### src/logic/pin_mux_pkg.sv
package pin_mux_pkg;
	// ---------------------------------------------------------------
	// register map (byte addresses, 32-bit words)
	// ---------------------------------------------------------------
	localparam int ADDR_W = 8;
	localparam logic [7:0] CTRL_OFS = 8'h14;
	localparam logic [7:0] STAT_OFS = 8'h18;
	localparam logic [7:0] CTRL_RST = 8'h00;
	localparam logic [31:0] RD_NONE = 32'h0000_0000;

	// ---------------------------------------------------------------
	// control field positions
	// ---------------------------------------------------------------
	localparam int EN_BIT = 0;
	localparam int VAL_BIT = 1;
	localparam int SRC_LSB = 2;
	localparam int SEL_LSB = 5;

	// ---------------------------------------------------------------
	// status field positions
	// ---------------------------------------------------------------
	localparam int ST_LEVEL_BIT = 0;
	localparam int ST_EN_BIT = 1;
	localparam int ST_PIN_BIT = 2;
	localparam int ST_RSVD_BIT = 3;

	// ---------------------------------------------------------------
	// source group and selection codes
	// ---------------------------------------------------------------
	localparam int RX_PORTS = 4;
	localparam int TX_PORTS = 2;
	localparam logic [2:0] SRC_DEV = 3'h4;
	localparam logic [2:0] SRC_RSVD = 3'h5;
	localparam logic [2:0] SEL_RX_LOCK = 3'h4;
	localparam logic [2:0] SEL_RX_LV = 3'h7;
	localparam logic [2:0] SEL_DEV_REG = 3'h0;
	localparam logic [2:0] SEL_DEV_LOCK_OR = 3'h1;
	localparam logic [2:0] SEL_DEV_LOCK_AND = 3'h2;
	localparam logic [2:0] SEL_DEV_FSYNC = 3'h4;
	localparam logic [2:0] SEL_DEV_RSVD = 3'h5;
	localparam logic [2:0] SEL_TX_PASS_AND = 3'h0;
	localparam logic [2:0] SEL_TX_IRQ = 3'h5;
endpackage : pin_mux_pkg

### src/logic/pin_sel_if.sv
`timescale 1ns/1ps
interface pin_sel_if;
	logic [2:0] src;
	logic [2:0] sel;
	logic reg_level;
	logic level;
	logic reserved;

	modport ctrl (output src, output sel, output reg_level,
		input level, input reserved);
	modport mux (input src, input sel, input reg_level,
		output level, output reserved);
endinterface : pin_sel_if

### src/logic/pin_source_mux.sv
`timescale 1ns/1ps
module pin_source_mux
	import pin_mux_pkg::*;
(
	pin_sel_if.mux sel_bus,
	input wire logic [15:0] rx_remote_pin_i,
	input wire logic [3:0] rx_lock_i,
	input wire logic [3:0] rx_pass_i,
	input wire logic [3:0] rx_fv_i,
	input wire logic [3:0] rx_lv_i,
	input wire logic [3:0] rx_port_en_i,
	input wire logic frame_sync_signal_i,
	input wire logic [7:0] tx_rx_mask_i,
	input wire logic [1:0] tx_fv_i,
	input wire logic [1:0] tx_lv_i,
	input wire logic [1:0] tx_sync_i,
	input wire logic [1:0] tx_irq_i
);
	logic [7:0] rx_bundle [RX_PORTS];
	logic [7:0] tx_bundle [TX_PORTS];
	logic [7:0] dev_bundle;
	logic lock_or_en;
	logic lock_and_en;
	logic pass_and_en;
	logic rx_level;
	logic tx_level;
	logic dev_level;
	logic src_rsvd;
	logic sel_rsvd;

	// ---------------------------------------------------------------
	// per-port signal bundles, indexed by the selection code
	// ---------------------------------------------------------------
	for (genvar p = 0; p < RX_PORTS; p++) begin : g_rx
		assign rx_bundle[p] = {rx_lv_i[p], rx_fv_i[p], rx_pass_i[p],
			rx_lock_i[p], rx_remote_pin_i[4*p +: 4]};
	end

	// an empty mask would make the AND vacuously true; force it low
	for (genvar t = 0; t < TX_PORTS; t++) begin : g_tx
		logic [3:0] m;
		assign m = tx_rx_mask_i[4*t +: 4];
		assign tx_bundle[t] = {2'b00, tx_irq_i[t], tx_sync_i[t],
			tx_lv_i[t], tx_fv_i[t], |(rx_pass_i & m),
			(|m) & (&(rx_pass_i | ~m))};
	end

	// ---------------------------------------------------------------
	// device status group
	// ---------------------------------------------------------------
	assign lock_or_en = |(rx_lock_i & rx_port_en_i);
	assign lock_and_en = (|rx_port_en_i)
		& (&(rx_lock_i | ~rx_port_en_i));
	assign pass_and_en = (|rx_port_en_i)
		& (&(rx_pass_i | ~rx_port_en_i));
	assign dev_bundle = {3'h0, frame_sync_signal_i, pass_and_en,
		lock_and_en, lock_or_en, sel_bus.reg_level};

	// ---------------------------------------------------------------
	// group and signal selection
	// ---------------------------------------------------------------
	assign rx_level = rx_bundle[sel_bus.src[1:0]][sel_bus.sel];
	assign tx_level = tx_bundle[sel_bus.src[0]][sel_bus.sel];
	assign dev_level = dev_bundle[sel_bus.sel];
	assign src_rsvd = (sel_bus.src == SRC_RSVD);
	assign sel_rsvd = ((sel_bus.src == SRC_DEV)
		&& (sel_bus.sel >= SEL_DEV_RSVD))
		|| ((sel_bus.src[2:1] == 2'b11) && (sel_bus.sel > SEL_TX_IRQ));
	assign sel_bus.reserved = src_rsvd | sel_rsvd;
	assign sel_bus.level = !sel_bus.src[2] ? rx_level :
		(sel_bus.src == SRC_DEV) ? dev_level :
		src_rsvd ? 1'b0 : tx_level;
endmodule : pin_source_mux

### src/logic/pin_output_source_mux.sv
`timescale 1ns/1ps
// Behaviour
// - source code picks rx, status or tx
// - selection meaning depends on chosen source
// - rx selections 0-3 forward remote pins
// - rx selections 4-7 lock, pass, fv, lv
// - status group: value, lock or, pass and, sync
// - status selection 2 is lock and
// - tx selections: pass and/or, fv, lv, sync
// - tx selection 5 is tx interrupt
// - value bit drives pin in register mode
// - pin driven only while enable bit set
// - control register resets to zero
module pin_output_source_mux
	import pin_mux_pkg::*;
(
	input wire logic REF_CLK_I,
	input wire logic NRST_I,
	input wire logic PSEL_I,
	input wire logic PENABLE_I,
	input wire logic PWRITE_I,
	input wire logic [ADDR_W-1:0] PADDR_I,
	input wire logic [31:0] PWDATA_I,
	output logic [31:0] PRDATA_O,
	output logic PREADY_O,
	output logic PSLVERR_O,
	input wire logic [15:0] RX_REMOTE_PIN_I,
	input wire logic [3:0] RX_LOCK_I,
	input wire logic [3:0] RX_PASS_I,
	input wire logic [3:0] RX_FV_I,
	input wire logic [3:0] RX_LV_I,
	input wire logic [3:0] RX_PORT_EN_I,
	input wire logic FRAME_SYNC_SIGNAL_I,
	input wire logic [7:0] TX_RX_MASK_I,
	input wire logic [1:0] TX_FV_I,
	input wire logic [1:0] TX_LV_I,
	input wire logic [1:0] TX_SYNC_I,
	input wire logic [1:0] TX_IRQ_I,
	input wire logic PIN4_I,
	output logic PIN4_O,
	output logic PIN4_OE_O
);
	logic rst_meta_r;
	logic rst_n;
	logic [7:0] ctrl_r;
	logic [7:0] ctrl_nxt;
	logic [31:0] prdata_r;
	logic [31:0] prdata_nxt;
	logic level_r;
	logic rsvd_r;
	logic pin_in_r;
	logic setup;
	logic access;
	logic hit_ctrl;
	logic hit_stat;
	logic mapped;
	logic wr_ctrl;
	logic [3:0] stat;
	logic [31:0] rd_word;
	pin_sel_if sel_bus ();

	// ---------------------------------------------------------------
	// reset release
	// ---------------------------------------------------------------
	// async assert, release after two edges so no flop sees a runt
	always_ff @(posedge REF_CLK_I or negedge NRST_I) begin
		if (!NRST_I) begin
			rst_meta_r <= 1'b0;
			rst_n <= 1'b0;
		end else begin
			rst_meta_r <= 1'b1;
			rst_n <= rst_meta_r;
		end
	end

	// ---------------------------------------------------------------
	// apb decode, zero wait states
	// ---------------------------------------------------------------
	assign setup = PSEL_I & ~PENABLE_I;
	assign access = PSEL_I & PENABLE_I;
	assign hit_ctrl = (PADDR_I == CTRL_OFS);
	assign hit_stat = (PADDR_I == STAT_OFS);
	assign mapped = hit_ctrl | hit_stat;
	assign wr_ctrl = access & PWRITE_I & hit_ctrl;
	assign ctrl_nxt = wr_ctrl ? PWDATA_I[7:0] : ctrl_r;
	assign stat = {rsvd_r, pin_in_r, ctrl_r[EN_BIT], level_r};
	assign rd_word = hit_ctrl ? {24'h00_0000, ctrl_r} :
		hit_stat ? {28'h000_0000, stat} : RD_NONE;
	// read data is captured in setup so it comes from a flop in access
	assign prdata_nxt = (setup & ~PWRITE_I) ? rd_word : prdata_r;
	assign PRDATA_O = prdata_r;
	assign PREADY_O = 1'b1;
	assign PSLVERR_O = access & ~mapped;

	// ---------------------------------------------------------------
	// registers
	// ---------------------------------------------------------------
	always_ff @(posedge REF_CLK_I or negedge rst_n) begin
		if (!rst_n) begin
			ctrl_r <= CTRL_RST;
			prdata_r <= RD_NONE;
			level_r <= 1'b0;
			rsvd_r <= 1'b0;
			pin_in_r <= 1'b0;
		end else begin
			ctrl_r <= ctrl_nxt;
			prdata_r <= prdata_nxt;
			level_r <= sel_bus.level;
			rsvd_r <= sel_bus.reserved;
			pin_in_r <= PIN4_I;
		end
	end

	// ---------------------------------------------------------------
	// source selection and pin drive
	// ---------------------------------------------------------------
	assign sel_bus.src = ctrl_r[SRC_LSB +: 3];
	assign sel_bus.sel = ctrl_r[SEL_LSB +: 3];
	assign sel_bus.reg_level = ctrl_r[VAL_BIT];

	pin_source_mux u_mux (
		.sel_bus (sel_bus),
		.rx_remote_pin_i (RX_REMOTE_PIN_I),
		.rx_lock_i (RX_LOCK_I),
		.rx_pass_i (RX_PASS_I),
		.rx_fv_i (RX_FV_I),
		.rx_lv_i (RX_LV_I),
		.rx_port_en_i (RX_PORT_EN_I),
		.frame_sync_signal_i (FRAME_SYNC_SIGNAL_I),
		.tx_rx_mask_i (TX_RX_MASK_I),
		.tx_fv_i (TX_FV_I),
		.tx_lv_i (TX_LV_I),
		.tx_sync_i (TX_SYNC_I),
		.tx_irq_i (TX_IRQ_I)
	);

	// level lags a control write by one cycle; the enable does not
	assign PIN4_O = level_r;
	assign PIN4_OE_O = ctrl_r[EN_BIT];

	logic [2:0] a_src;
	logic [2:0] a_sel;
	logic a_rx_pick;
	logic [3:0] a_tx_mask;
	assign a_src = ctrl_r[SRC_LSB +: 3];
	assign a_sel = ctrl_r[SEL_LSB +: 3];
	assign a_rx_pick = RX_REMOTE_PIN_I[{a_src[1:0], a_sel[1:0]}];
	assign a_tx_mask = TX_RX_MASK_I[4*a_src[0] +: 4];
endmodule : pin_output_source_mux

### config.mk
export PLATFORM = sky130hd
export DESIGN_NAME = pin_output_source_mux
export DESIGN_NICKNAME = d
export VERILOG_FILES = /design/src/logic/pin_mux_pkg.sv /design/src/logic/pin_sel_if.sv /design/src/logic/pin_source_mux.sv /design/src/logic/pin_output_source_mux.sv
export SDC_FILE = /design/constraint.sdc
export NUM_CORES = 1
export LEC_CHECK = 0
export CORE_MARGIN = 5
export CORE_UTILIZATION = 30
export DETAILED_ROUTE_END_ITERATION = 6
export DONT_BUFFER_PORTS = 1
export PLACE_DENSITY = 0.49
export SLEW_MARGIN = 20
export SYNTH_ARGS = -nofsm -noshare
export SYNTH_HDL_FRONTEND = slang
export SYNTH_SLANG_ARGS = --single-unit
### constraint.sdc
create_clock -name REF_CLK_I -period 0.9 [get_ports REF_CLK_I]
set_input_delay 0.045 -clock REF_CLK_I [delete_from_list [all_inputs] [get_ports REF_CLK_I]]
set_output_delay 0.045 -clock REF_CLK_I [all_outputs]
set_load 0.05 [all_outputs]
* Word level (Yosys, flattened, before mapping)
Index checks and enable logic that the tools add are counted.
W data, S select, Z words.
** Word-level totals
- Bits in registers :: 45
- Input port bits :: 99
- Logic and storage cells :: 74
** Operators by class
- Order comparisons :: 5
- Eq/ne operators :: 5
- Mux-type cells :: 17
- Bitwise gates (word level) :: 27
- Reduce and logical (&&, ||, !) cells :: 13
** Operators by type and width (number)
- $mux W8 :: 5
- $reduce_or A4 Y1 :: 6
- $bmux W8 S2 :: 1
- $eq A8 B5 Y1 const B :: 2
- $or A4 B4 Y4 :: 4
- $reduce_and A4 Y1 :: 4
- $and A4 B4 Y4 :: 3
- $not A4 Y4 :: 3
- $and A1 B1 Y1 :: 10
- $bmux W1 S3 :: 3
- $eq A3 B3 Y1 const B :: 2
- $ge A3 B3 Y1 const B :: 2
- $mux W1 :: 6
- $mux W6 :: 1
- $lt A3 B4 Y1 const B :: 1
- $mux W4 :: 1
- $gt A3 B3 Y1 const B :: 1
- $not A1 Y1 :: 3
- $not A2 Y3 :: 1
- $eq A2 B2 Y1 const B :: 1
- $ge A2 B2 Y1 const B :: 1
- $logic_and A1 B1 Y1 :: 2
- $not A1 Y2 :: 1
- $or A1 B1 Y1 :: 2
- $logic_or A1 B1 Y1 :: 1

* Logic depth before layout (Yosys ltp)
Gate-level depths: netlist of the first run.
- Depth after elaboration :: 12
- Mapped depth :: 7

* Cells and area by module
Synthesis of the first run repeated with hierarchy kept, for this count alone.
** Second synthesis, totals
- Cells, all modules :: 185
- Area, all modules :: 1766.7 um^2
** By module, submodules not included
- pin_output_source_mux :: instances 1, cells each 98, area each 1066.0 um^2, seq. area each 525.5 um^2
- pin_source_mux :: instances 1, cells each 87, area each 700.7 um^2, seq. area each 0.0 um^2

* Worst setup path after synthesis of the first run
Ideal clock, no wire load.
- Path type :: reg2reg
- Start :: register ctrl_r[2]
- End :: register level_r (netlist: PIN4_O)
- Setup time :: 0.135 ns
- Arrival time :: 1.686 ns
- Path slack :: -0.921 ns
- Stages on the path, launching flop included :: 7
- Clock period less this slack :: 1.821 ns
- Cells stage by stage :: dfrtp_1 > buf_6 > mux4_2 > mux2_2 > a211oi_1 > a211o_1 > nand4_1
** Between the ends
- Longest elaborated chain between the ends :: 9
** Ends and longest elaborated chain
- start: declaration :: RTL line pin_output_source_mux.sv:45 : logic [7:0] ctrl_r;
- start signal: assignment :: RTL line pin_output_source_mux.sv:106 : ctrl_r <= ctrl_nxt;
- $not A1 Y2 (not written as such) :: RTL line pin_source_mux.sv:63 : assign tx_level = tx_bundle[sel_bus.src[0]][sel_bus.sel];
- $mux W6 (not written as such) :: RTL line pin_source_mux.sv:63
- $mux W8 (not written as such) (2 in a row) :: RTL line pin_source_mux.sv:63
- $bmux W1 S3 :: RTL line pin_source_mux.sv:63
- $mux W1 (not written as such) :: RTL line pin_source_mux.sv:63
- $mux W1 :: RTL line pin_source_mux.sv:72 : src_rsvd ? 1'b0 : tx_level;
- $mux W1 :: RTL line pin_source_mux.sv:71 : (sel_bus.src == SRC_DEV) ? dev_level :
- $mux W1 (*) :: RTL line pin_source_mux.sv:70 : assign sel_bus.level = !sel_bus.src[2] ? rx_level :
- via sel_bus.level :: RTL line pin_sel_if.sv:6 : logic level;
- end signal: assignment :: RTL line pin_output_source_mux.sv:108 : level_r <= sel_bus.level;
- end: declaration :: RTL line pin_output_source_mux.sv:49 : logic level_r;
The timed path passes the listed nets; every way through them passes the cells marked *. The select of a mux whose other input is x is not followed.
A chain may end at the register's enable or synchronous reset.

* Final worst setup path of the first run
Ends and elaborated chain as after synthesis.

==> impl_metrics.csv, run 1 <==
group,metric,value,unit
status,outcome,"finished, violations left",
status,violations,"setup timing",
power_and_ir_drop,irDropWorstVdd,0.000611,V
clock_tree,htree_num_levels,1,
yosys,yosys_warnings,0,
yosys,synth_edf_count,0,
setup_path,rrSetupSlack,-970,ps
power_and_ir_drop,switchingPower,0.814,mW
timing,tightest_slew,534,ps
grt,use_met2,21.2,%
placed_design,io_buffers,0,
floorplanning,fp.dieH,85.6,um
floorplanning,row_count,27,
timing,max-slew-margin-rel,64.3,%
clock_tree,root_buffer,"clkbuf_8",
timing,layout_min_cycle_time,1870,ps
floorplanning,initial_core_util,30.9,%
setup_path,reg2reg_depth,5,
floorplanning,dieWidth,85.6,um
setup_path,required,1010,ps
detailed_routing,drtIter0Drc,51,
floorplanning,core_area,0.00554,sq mm
grt,grt_util_met1,16.0,%
min_path,min_path_type,"in -> async",
yosys,synth.avg_cell_area,9.80,sq um
grt,grt_max_degree,20,
yosys,synth-seq-cells,21,
timing,setup_viol,16,
power_and_ir_drop,power.internal,1.53,mW
setup_path,reg2reg_to,"PIN4_O",
placed_design,hpwl,3880,um
layout,fin_nets,319,
placed_design,gp_congestion,0.854,
clock_tree,cts_sinks,21,
timing,drv_slew,0,
timing,timing.final.ws_setup,-967,ps
timing,fin_crit_sh,207,%
detailed_routing,postRouteAntennaNets,0,
placed_design,post_dp_cell_area,0.00198,sq mm
detailed_routing,drc,0,
clock_tree,max-clock-path-buffers,2,
yosys,synth_area,0.00171,sq mm
clock_tree,clk_pin_slew,80,ps
detailed_routing,wl_per_cell,16.2,um
yosys,ys_async_sr_fraction,100,%
setup_path,start_kind,"flop",
clock_tree,cts_tree,"yes",
layout,diodes,0,
grt,use_met3,2.88,%
floorplanning,ioPinCount,135,
timing,skew,2.97,ps
detailed_routing,vias_per_cell,4.96,
setup_path,crit_type,"reg -> reg",
timing,hold_viol,0,
layout,fin_cells,291,
layout,design_area,0.00228,sq mm
yosys,ys.flop_type,"dfrtp_1",
setup_path,rr_startpoint,"ctrl_r[2]",
yosys,ys_seq_area_share,30.7,%
layout,drive_gt1_share,39.3,%
grt,grt_pass1_vias,1496,
layout,fillers,564,
placed_design,place_ws,-986,ps
power_and_ir_drop,power.clock.fraction,25.6,%
detailed_routing,vias,1444,
grt,busiest_layer,"met2",
power_and_ir_drop,swShare,34.7,%
layout,syn_to_final_growth,33.1,%
detailed_routing,drt-total-wl,4730,um
floorplanning,die_area,0.00733,sq mm
yosys,synthCells,175,
setup_path,worstSetupEndpointType,"flop",
setup_path,cp.arrival,1980,ps
detailed_routing,firstDrtPassIters,4,
power_and_ir_drop,power_frac_comb,31.2,%
grt,grt_pass1_wl,7560,um
grt,antenna_found_initial,0,
power_and_ir_drop,p_leak,1.01,nW
grt,grt_overflow_total,0,
grt,track_usage,12.6,%
power_and_ir_drop,pwr-share-seq,43.2,%
timing,rsz0062_at_grt,"yes",
layout,final_util,41.2,%
yosys,synthDistinctLibCells,43,
timing,final.setup.tns,-5100,ps
placed_design,dp_cells,272,
clock_tree,clk_latency,250,ps
setup_path,critPathMaxFanout,8,
clock_tree,cts_inserted_buffers,3,
timing,clock.fmax,0.536,GHz
power_and_ir_drop,powerDensity,1030,mW/mm^2
job,maxCapViolations,0,
[cell usage after synthesis, drive strengths merged, types with 3 or more instances]
cell    instances  area [sq um]
mux4            8           180
nand4           4          25.0
inv             9          33.8
a22oi           4          30.0
nand3           4          20.0
nand2b          4          25.0
o21ai           4          20.0
buf            29           229
clkbuf          4          15.0
nand2          15          56.3
dfrtp          21           526
mux2           13           176
nor2           12          45.0
a221oi          5          43.8
nor4            3          18.8
nor3            4          20.0
nor3b           3          33.8
[registers in the layout, indices dropped and copies added (netlist names)]
name	flops
PIN4_O	1
PRDATA_O	8
ctrl_r	8
pin_in_r	1
rst_meta_r	1
rst_n	1
rsvd_r	1
[per-stage QoR]
step / total power [mW] / hold slack, ps
after floorplan: 1.67 / -251
after global placement: 1.70 / -251
after detailed placement: 1.70 / -251
after CTS: 2.36 / 8.43
after global routing: 2.47 / 7.15
final: 2.35 / 10.6
[cell type report]
type | count | area, sq um | share of cell area, %
Inverter | 9 | 33.8 | 1.48
Sequential cell | 21 | 529 | 23.2
Multi-Input combinational cell | 136 | 1120 | 49.1
Clock buffer | 3 | 41.3 | 1.81
Timing Repair Buffer | 49 | 460 | 20.2
Tap cell | 72 | 90.1 | 3.95
Clock inverter | 1 | 5.00 | 0.219
[power by group through the flow]
stage	Clock (mW)	Combinational, mW	Sequential, mW
after CTS	0.623	0.720	1.01
final	0.600	0.733	1.01
after global placement	0	0.665	1.03
after detailed placement	0	0.669	1.03
after floorplan	0	0.518	1.15
after global routing	0.665	0.779	1.02
[per-layer routing]
layer  vias to the layer above  wire, um
met1                       686      2000
met4                         0        62
met5                         -         0
met2                        68      2250
li1                        686         -
met3                         4       408
[kinds of logic (layout without fill, tap and decap cells)]
kind of cell / count (synthesis) / in the layout / share of synthesized area, %
other: 2 / 26 / 0.438
multiplexers: 22 / 22 / 21.4
buffers and inverters: 42 / 62 / 16.2
flip-flops: 21 / 21 / 30.7
AND/OR/NAND/NOR: 57 / 57 / 17.7
AO/OA/AOI/OAI: 31 / 31 / 13.7
[how the worst max path moves through the flow]
stage | from | endpoint | slack (ps) | cells after the start
4_1_cts | ctrl_r[2] | PIN4_O | -970 | 6
5_1_grt | ctrl_r[2] | PIN4_O | -1060 | 6
3_3_place_gp | ctrl_r[2] | PIN4_O | -900 | 5
2_1_floorplan | ctrl_r[2] | PIN4_O | -860 | 6
3_5_place_dp | ctrl_r[2] | PIN4_O | -990 | 5
6_report | ctrl_r[2] | PIN4_O | -970 | 5
[critical path: stages, from the launching register on]
cell       delay, ps
dfrtp_1          380
buf_6            160
mux4_2           540
a2111oi_4        360
a211o_1          180
nand4_1          110
[placed cells by master (no fill, tap or decap), drive strengths merged, types with 3 or more instances in the layout]
master / instances
mux2: 13
a22oi: 4
dlygate4sd3: 10
nor3b: 3
nor4: 3
nand3: 4
conb: 26
nor3: 4
dfrtp: 21
mux4: 8
nand2: 15
nand2b: 4
o21ai: 4
a221oi: 5
nand4: 4
inv: 9
buf: 39
clkbuf: 3
nor2: 12
[timing repair]
action	CTS	global route
endpoints found under the hold margin	11	0
resized for setup	15	18
setup buffers	3	4
endpoints found under the setup margin	17	26
hold buffers	10	0
pin swaps	5	5
Note: power is estimated with default switching activity, not from simulation.
==> inputs of run 2 (changes only) <==
Settings changed: PLACE_DENSITY 0.49 to 0.48.
Clock period 0.9 ns to 1.95 ns, I/O delays scaled along.
==> impl_metrics.csv, run 2 (synthesis results as in run 1) <==
group,metric,value,unit
status,outcome,"completed",
timing,setup_viol,0,
detailed_routing,vias_per_cell,4.97,
detailed_routing,postRouteAntennaNets,0,
timing,hold_viol,0,
detailed_routing,wl_per_cell,17.4,um
timing,layout_min_cycle_time,1900,ps
layout,fin_cells,265,
grt,antenna_found_initial,0,
setup_path,worstSetupEndpointType,"flop",
power_and_ir_drop,p_total,1.05,mW
timing,tightest_slew,774,ps
setup_path,required,2060,ps
layout,diodes,0,
clock_tree,clk_latency,260,ps
clock_tree,max-clock-path-buffers,2,
layout,mostFrequentLayoutCell,"conb_1",
layout,fillers,587,
layout,layout_common_cells,"conb_1 (26), dfrtp_1 (20), nand2_1 (15)",
floorplanning,initial_core_util,30.9,%
clock_tree,clk_pin_slew,80,ps
floorplanning,core_area,0.00554,sq mm
power_and_ir_drop,powerDensity,533,mW/mm^2
detailed_routing,firstDrtPassIters,4,
floorplanning,ioPinCount,135,
layout,fin_nets,293,
placed_design,hpwl,3760,um
detailed_routing,vias,1318,
grt,track_usage,12.3,%
min_path,min_path_type,"in -> async",
power_and_ir_drop,power.clock.fraction,26.8,%
power_and_ir_drop,p_leak,0.838,nW
setup_path,critPathMaxFanout,6,
timing,rsz0062_at_grt,"yes",
layout,final_util,35.4,%
clock_tree,htree_num_levels,1,
power_and_ir_drop,pwr-share-seq,50.7,%
setup_path,crit_type,"reg -> reg",
clock_tree,cts_inserted_buffers,3,
placed_design,gp_congestion,0.723,
timing,drv_slew,0,
floorplanning,die_area,0.00733,sq mm
floorplanning,fp.dieH,85.6,um
grt,grt_max_degree,20,
floorplanning,row_count,27,
layout,drive_gt1_share,22.8,%
placed_design,dp_cells,250,
grt,grt_pass1_wl,7280,um
timing,skew,9.26,ps
grt,grt_pass1_vias,1358,
placed_design,io_buffers,0,
layout,syn_to_final_growth,14.5,%
timing,whs,70.1,ps
detailed_routing,drt-total-wl,4610,um
grt,grt_overflow_total,0,
timing,max-slew-margin-rel,48.4,%
power_and_ir_drop,irDropWorstVdd,0.000241,V
setup_path,cp.arrival,2010,ps
clock_tree,cts_tree,"yes",
clock_tree,cts_sinks,21,
job,maxCapViolations,0,
timing,clock.fmax,0.527,GHz
detailed_routing,drtIter0Drc,89,
power_and_ir_drop,power_frac_comb,22.5,%
detailed_routing,drc,0,
timing,fin_crit_sh,97.3,%
power_and_ir_drop,power.internal,0.678,mW
setup_path,start_kind,"flop",
power_and_ir_drop,swShare,35.2,%
clock_tree,root_buffer,"clkbuf_8",
power_and_ir_drop,switchingPower,0.368,mW
floorplanning,dieWidth,85.6,um
==> run 2: changes by cell type in the layout (fill, tap and decap cells not counted), sizes merged <==
cell    previous run  this run
buf               39        13
clkinv             1         0
clkbuf             3         4
==> run 2: through the flow <==
| stage | TNS (ps) | worst slack (ps) | cell area, sq um |
|---|---|---|---|
| 2_1_floorplan | 0 | 129 | 1800 |
| 3_3_place_gp | -36.7 | -36.7 | 1750 |
| 3_5_place_dp | -0.716 | -0.716 | 1750 |
| 4_1_cts | 0 | 1.80 | 1950 |
| 5_1_grt | -14.2 | -14.2 | 1960 |
| 6_report | 0 | 53.6 | 1960 |
==> run 2: final cells by class <==
class | instances | area, sq um | area share (%)
clock buffer | 4 | 45.0 | 2.30
inverter | 9 | 33.8 | 1.72
multi-input combinational | 136 | 1040 | 52.8
sequential | 21 | 527 | 26.8
tap | 72 | 90.1 | 4.59
timing repair buffer | 23 | 230 | 11.7
==> run 2: power groups by stage <==
stage	clock, mW	combinational (mW)	sequential (mW)
floorplan	0	0.232	0.530
global placement	0	0.209	0.539
detailed placement	0	0.209	0.540
CTS	0.290	0.231	0.532
global route	0.309	0.254	0.535
finish	0.280	0.236	0.530
==> run 2: path summary, 6_finish.rpt <==
check / startpoint / endpoint / slack, ps / cells past startpoint
max in group asynchronous: rst_n / ctrl_r[2] / 1110 / 0
max reg2reg: ctrl_r[2] / PIN4_O / 50 / 6
min reg2reg: rst_n / ctrl_r[4] / 310 / 0
max: ctrl_r[2] / PIN4_O / 50 / 6
min in group REF_CLK_I: FRAME_SYNC_SIGNAL_I / PIN4_O / 70 / 2
min: NRST_I / rst_meta_r / 70 / 1
==> run 2: worst max-delay path: stages (launching register included) <==
cell and delay, ps:
dfrtp_2 430, buf_12 140, mux4_2 500, mux2_4 290
a211oi_2 170, a211o_1 120, nand4_1 100
==> run 2: timing repair <==
action                     CTS  global route
gates resized for setup      3             7
cloned                       1             0
setup endpoints to repair    1             1
pin swaps                    2             4
hold buffers                10             0
hold endpoints to repair    11             0
buffers inserted             1             0
==> run 2: per-layer routing <==
layer / up-vias / part of all wire [%] / global-route usage, % / wire length, um
met5: - / 0 / 0 / 0
met4: 0 / 0.50 / 2.16 / 23
met3: 2 / 9.7 / 3.27 / 445
met2: 53 / 48 / 19.2 / 2190
met1: 634 / 42 / 17.2 / 1950
li1: 629 / - / - / -
==> inputs of run 3 (changes only) <==
Settings changed: CELL_PAD_IN_SITES_DETAIL_PLACEMENT set to 1, CELL_PAD_IN_SITES_GLOBAL_PLACEMENT set to 2, CORE_MARGIN 5 to unset, PLACE_DENSITY 0.48 to 0.77.
==> impl_metrics.csv, run 3 (synthesis results as in run 1) <==
group,metric,value,unit
layout,layout_common_cells,"conb_1 (26), dfrtp_1 (20), nand2_1 (14)",
layout,syn_to_final_growth,16.1,%
floorplanning,die_area,0.00602,sq mm
detailed_routing,firstDrtPassIters,4,
placed_design,place_ws,8.40,ps
setup_path,crit_type,"reg -> reg",
timing,setup_viol,0,
floorplanning,fp.dieH,77.6,um
timing,skew,3.88,ps
clock_tree,htree_num_levels,1,
job,maxCapViolations,0,
detailed_routing,wl_per_cell,16.5,um
grt,track_usage,14.3,%
timing,clock.fmax,0.526,GHz
timing,timing.final.ws_setup,50.1,ps
layout,mostFrequentLayoutCell,"conb_1",
timing,hold_viol,0,
setup_path,cpLargestDelayFamily,"multiplexers",
detailed_routing,drc,0,
setup_path,worstSetupEndpointType,"flop",
detailed_routing,drtIter0Drc,77,
floorplanning,row_count,27,
setup_path,crit_slowest_cell,"mux4_2",
power_and_ir_drop,p_leak,0.854,nW
setup_path,worst-path-buf-inv,1,
timing,fin_crit_sh,97.4,%
timing,drv_slew,0,
layout,fin_nets,295,
setup_path,critPathMaxFanout,5,
floorplanning,dieWidth,77.6,um
grt,use_met3,3.06,%
grt,busiest_layer,"met2",
setup_path,start_kind,"flop",
grt,grt_util_met1,19.3,%
timing,rsz0062_at_grt,"yes",
timing,tightest_slew,747,ps
floorplanning,initial_core_util,31.1,%
layout,fillers,640,
clock_tree,max-clock-path-buffers,2,
placed_design,hpwl,3440,um
grt,grt_pass1_vias,1392,
clock_tree,clk_latency,260,ps
min_path,min_path_type,"in -> reg",
placed_design,io_buffers,0,
setup_path,slowest_delay,490,ps
timing,max-slew-margin-rel,50.2,%
floorplanning,ioPinCount,135,
placed_design,post_dp_cell_area,0.00175,sq mm
grt,use_met2,23.2,%
clock_tree,cts_sinks,21,
floorplanning,core_area,0.00551,sq mm
layout,diodes,0,
clock_tree,root_buffer,"clkbuf_8",
power_and_ir_drop,irDropWorstVdd,0.000195,V
layout,fin_cells,267,
power_and_ir_drop,powerDensity,528,mW/mm^2
clock_tree,cts_inserted_buffers,3,
layout,design_area,0.00199,sq mm
setup_path,cp.arrival,2020,ps
grt,grt_overflow_total,0,
power_and_ir_drop,p_total,1.05,mW
clock_tree,clk_pin_slew,70,ps
detailed_routing,vias,1355,
clock_tree,cts_tree,"yes",
grt,grt_max_degree,20,
setup_path,rrSetupSlack,50,ps
setup_path,required,2070,ps
timing,final.setup.tns,0,ps
placed_design,gp_congestion,0.790,
layout,drive_gt1_share,24.1,%
status,outcome,"completed",
detailed_routing,vias_per_cell,5.07,
detailed_routing,drt-total-wl,4400,um
grt,grt_pass1_wl,6820,um
setup_path,path_cells,"buf_12 > mux4_2 > mux2_4 > a211oi_2 > a211o_1 > nand4_1",
grt,antenna_found_initial,0,
placed_design,dp_cells,250,
detailed_routing,postRouteAntennaNets,0,
timing,layout_min_cycle_time,1900,ps
[run 3: cell types whose count changed in the layout (fill, tap and decap cells not counted), sizes merged]
cell,delta
buf,+1
clkinv,+1
[run 3: layout make-up]
| class | instances | area (sq um) | share of cell area (%) |
|---|---|---|---|
| well taps | 72 | 90.1 | 4.53 |
| flip-flops and latches | 21 | 527 | 26.5 |
| multi-input cells | 136 | 1030 | 52.0 |
| clock inverters | 1 | 5.00 | 0.252 |
| clock buffers | 3 | 41.3 | 2.08 |
| inverters | 9 | 33.8 | 1.70 |
| repair buffers | 25 | 258 | 13.0 |
[run 3: power breakdown]
part | total (mW) | internal (mW) | switching, mW
registers | 0.529 | 0.454 | 0.0751
logic | 0.239 | 0.0805 | 0.158
clock network | 0.283 | 0.142 | 0.141
[run 3: final timing paths]
path | endpoint | depth (start not counted) | from
hold / removal | PIN4_O | 2 | FRAME_SYNC_SIGNAL_I
setup / recovery | PIN4_O | 6 | ctrl_r[2]
max in group asynchronous | ctrl_r[2] | 0 | rst_n
hold reg to reg | PRDATA_O[4] | 0 | rst_n
setup reg to reg | PIN4_O | 6 | ctrl_r[2]
min in group asynchronous | rst_meta_r | 1 | NRST_I
[run 3: through the flow]
stage / util, % / hold slack [ps]
after global routing: 36.1 / 51.0
after CTS: 34.6 / 48.4
after detailed placement: 31.8 / -198
final: 36.1 / 35.8
after global placement: 31.8 / -198
after floorplan: - / -198
[run 3: timing repair]
action / in CTS / in global routing
gates resized for setup: 0 / 12
pin swaps: 0 / 3
buffers inserted: 1 / 1
endpoints found under the setup margin: 1 / 1
hold endpoints to repair: 11 / 0
hold buffers: 10 / 0
gates cloned: 0 / 1
[run 3: per-layer routing]
metal,vias up,routed length [um]
met2,61,2110
met4,0,21
met3,2,293
met1,659,1980
li1,633,-
met5,-,0
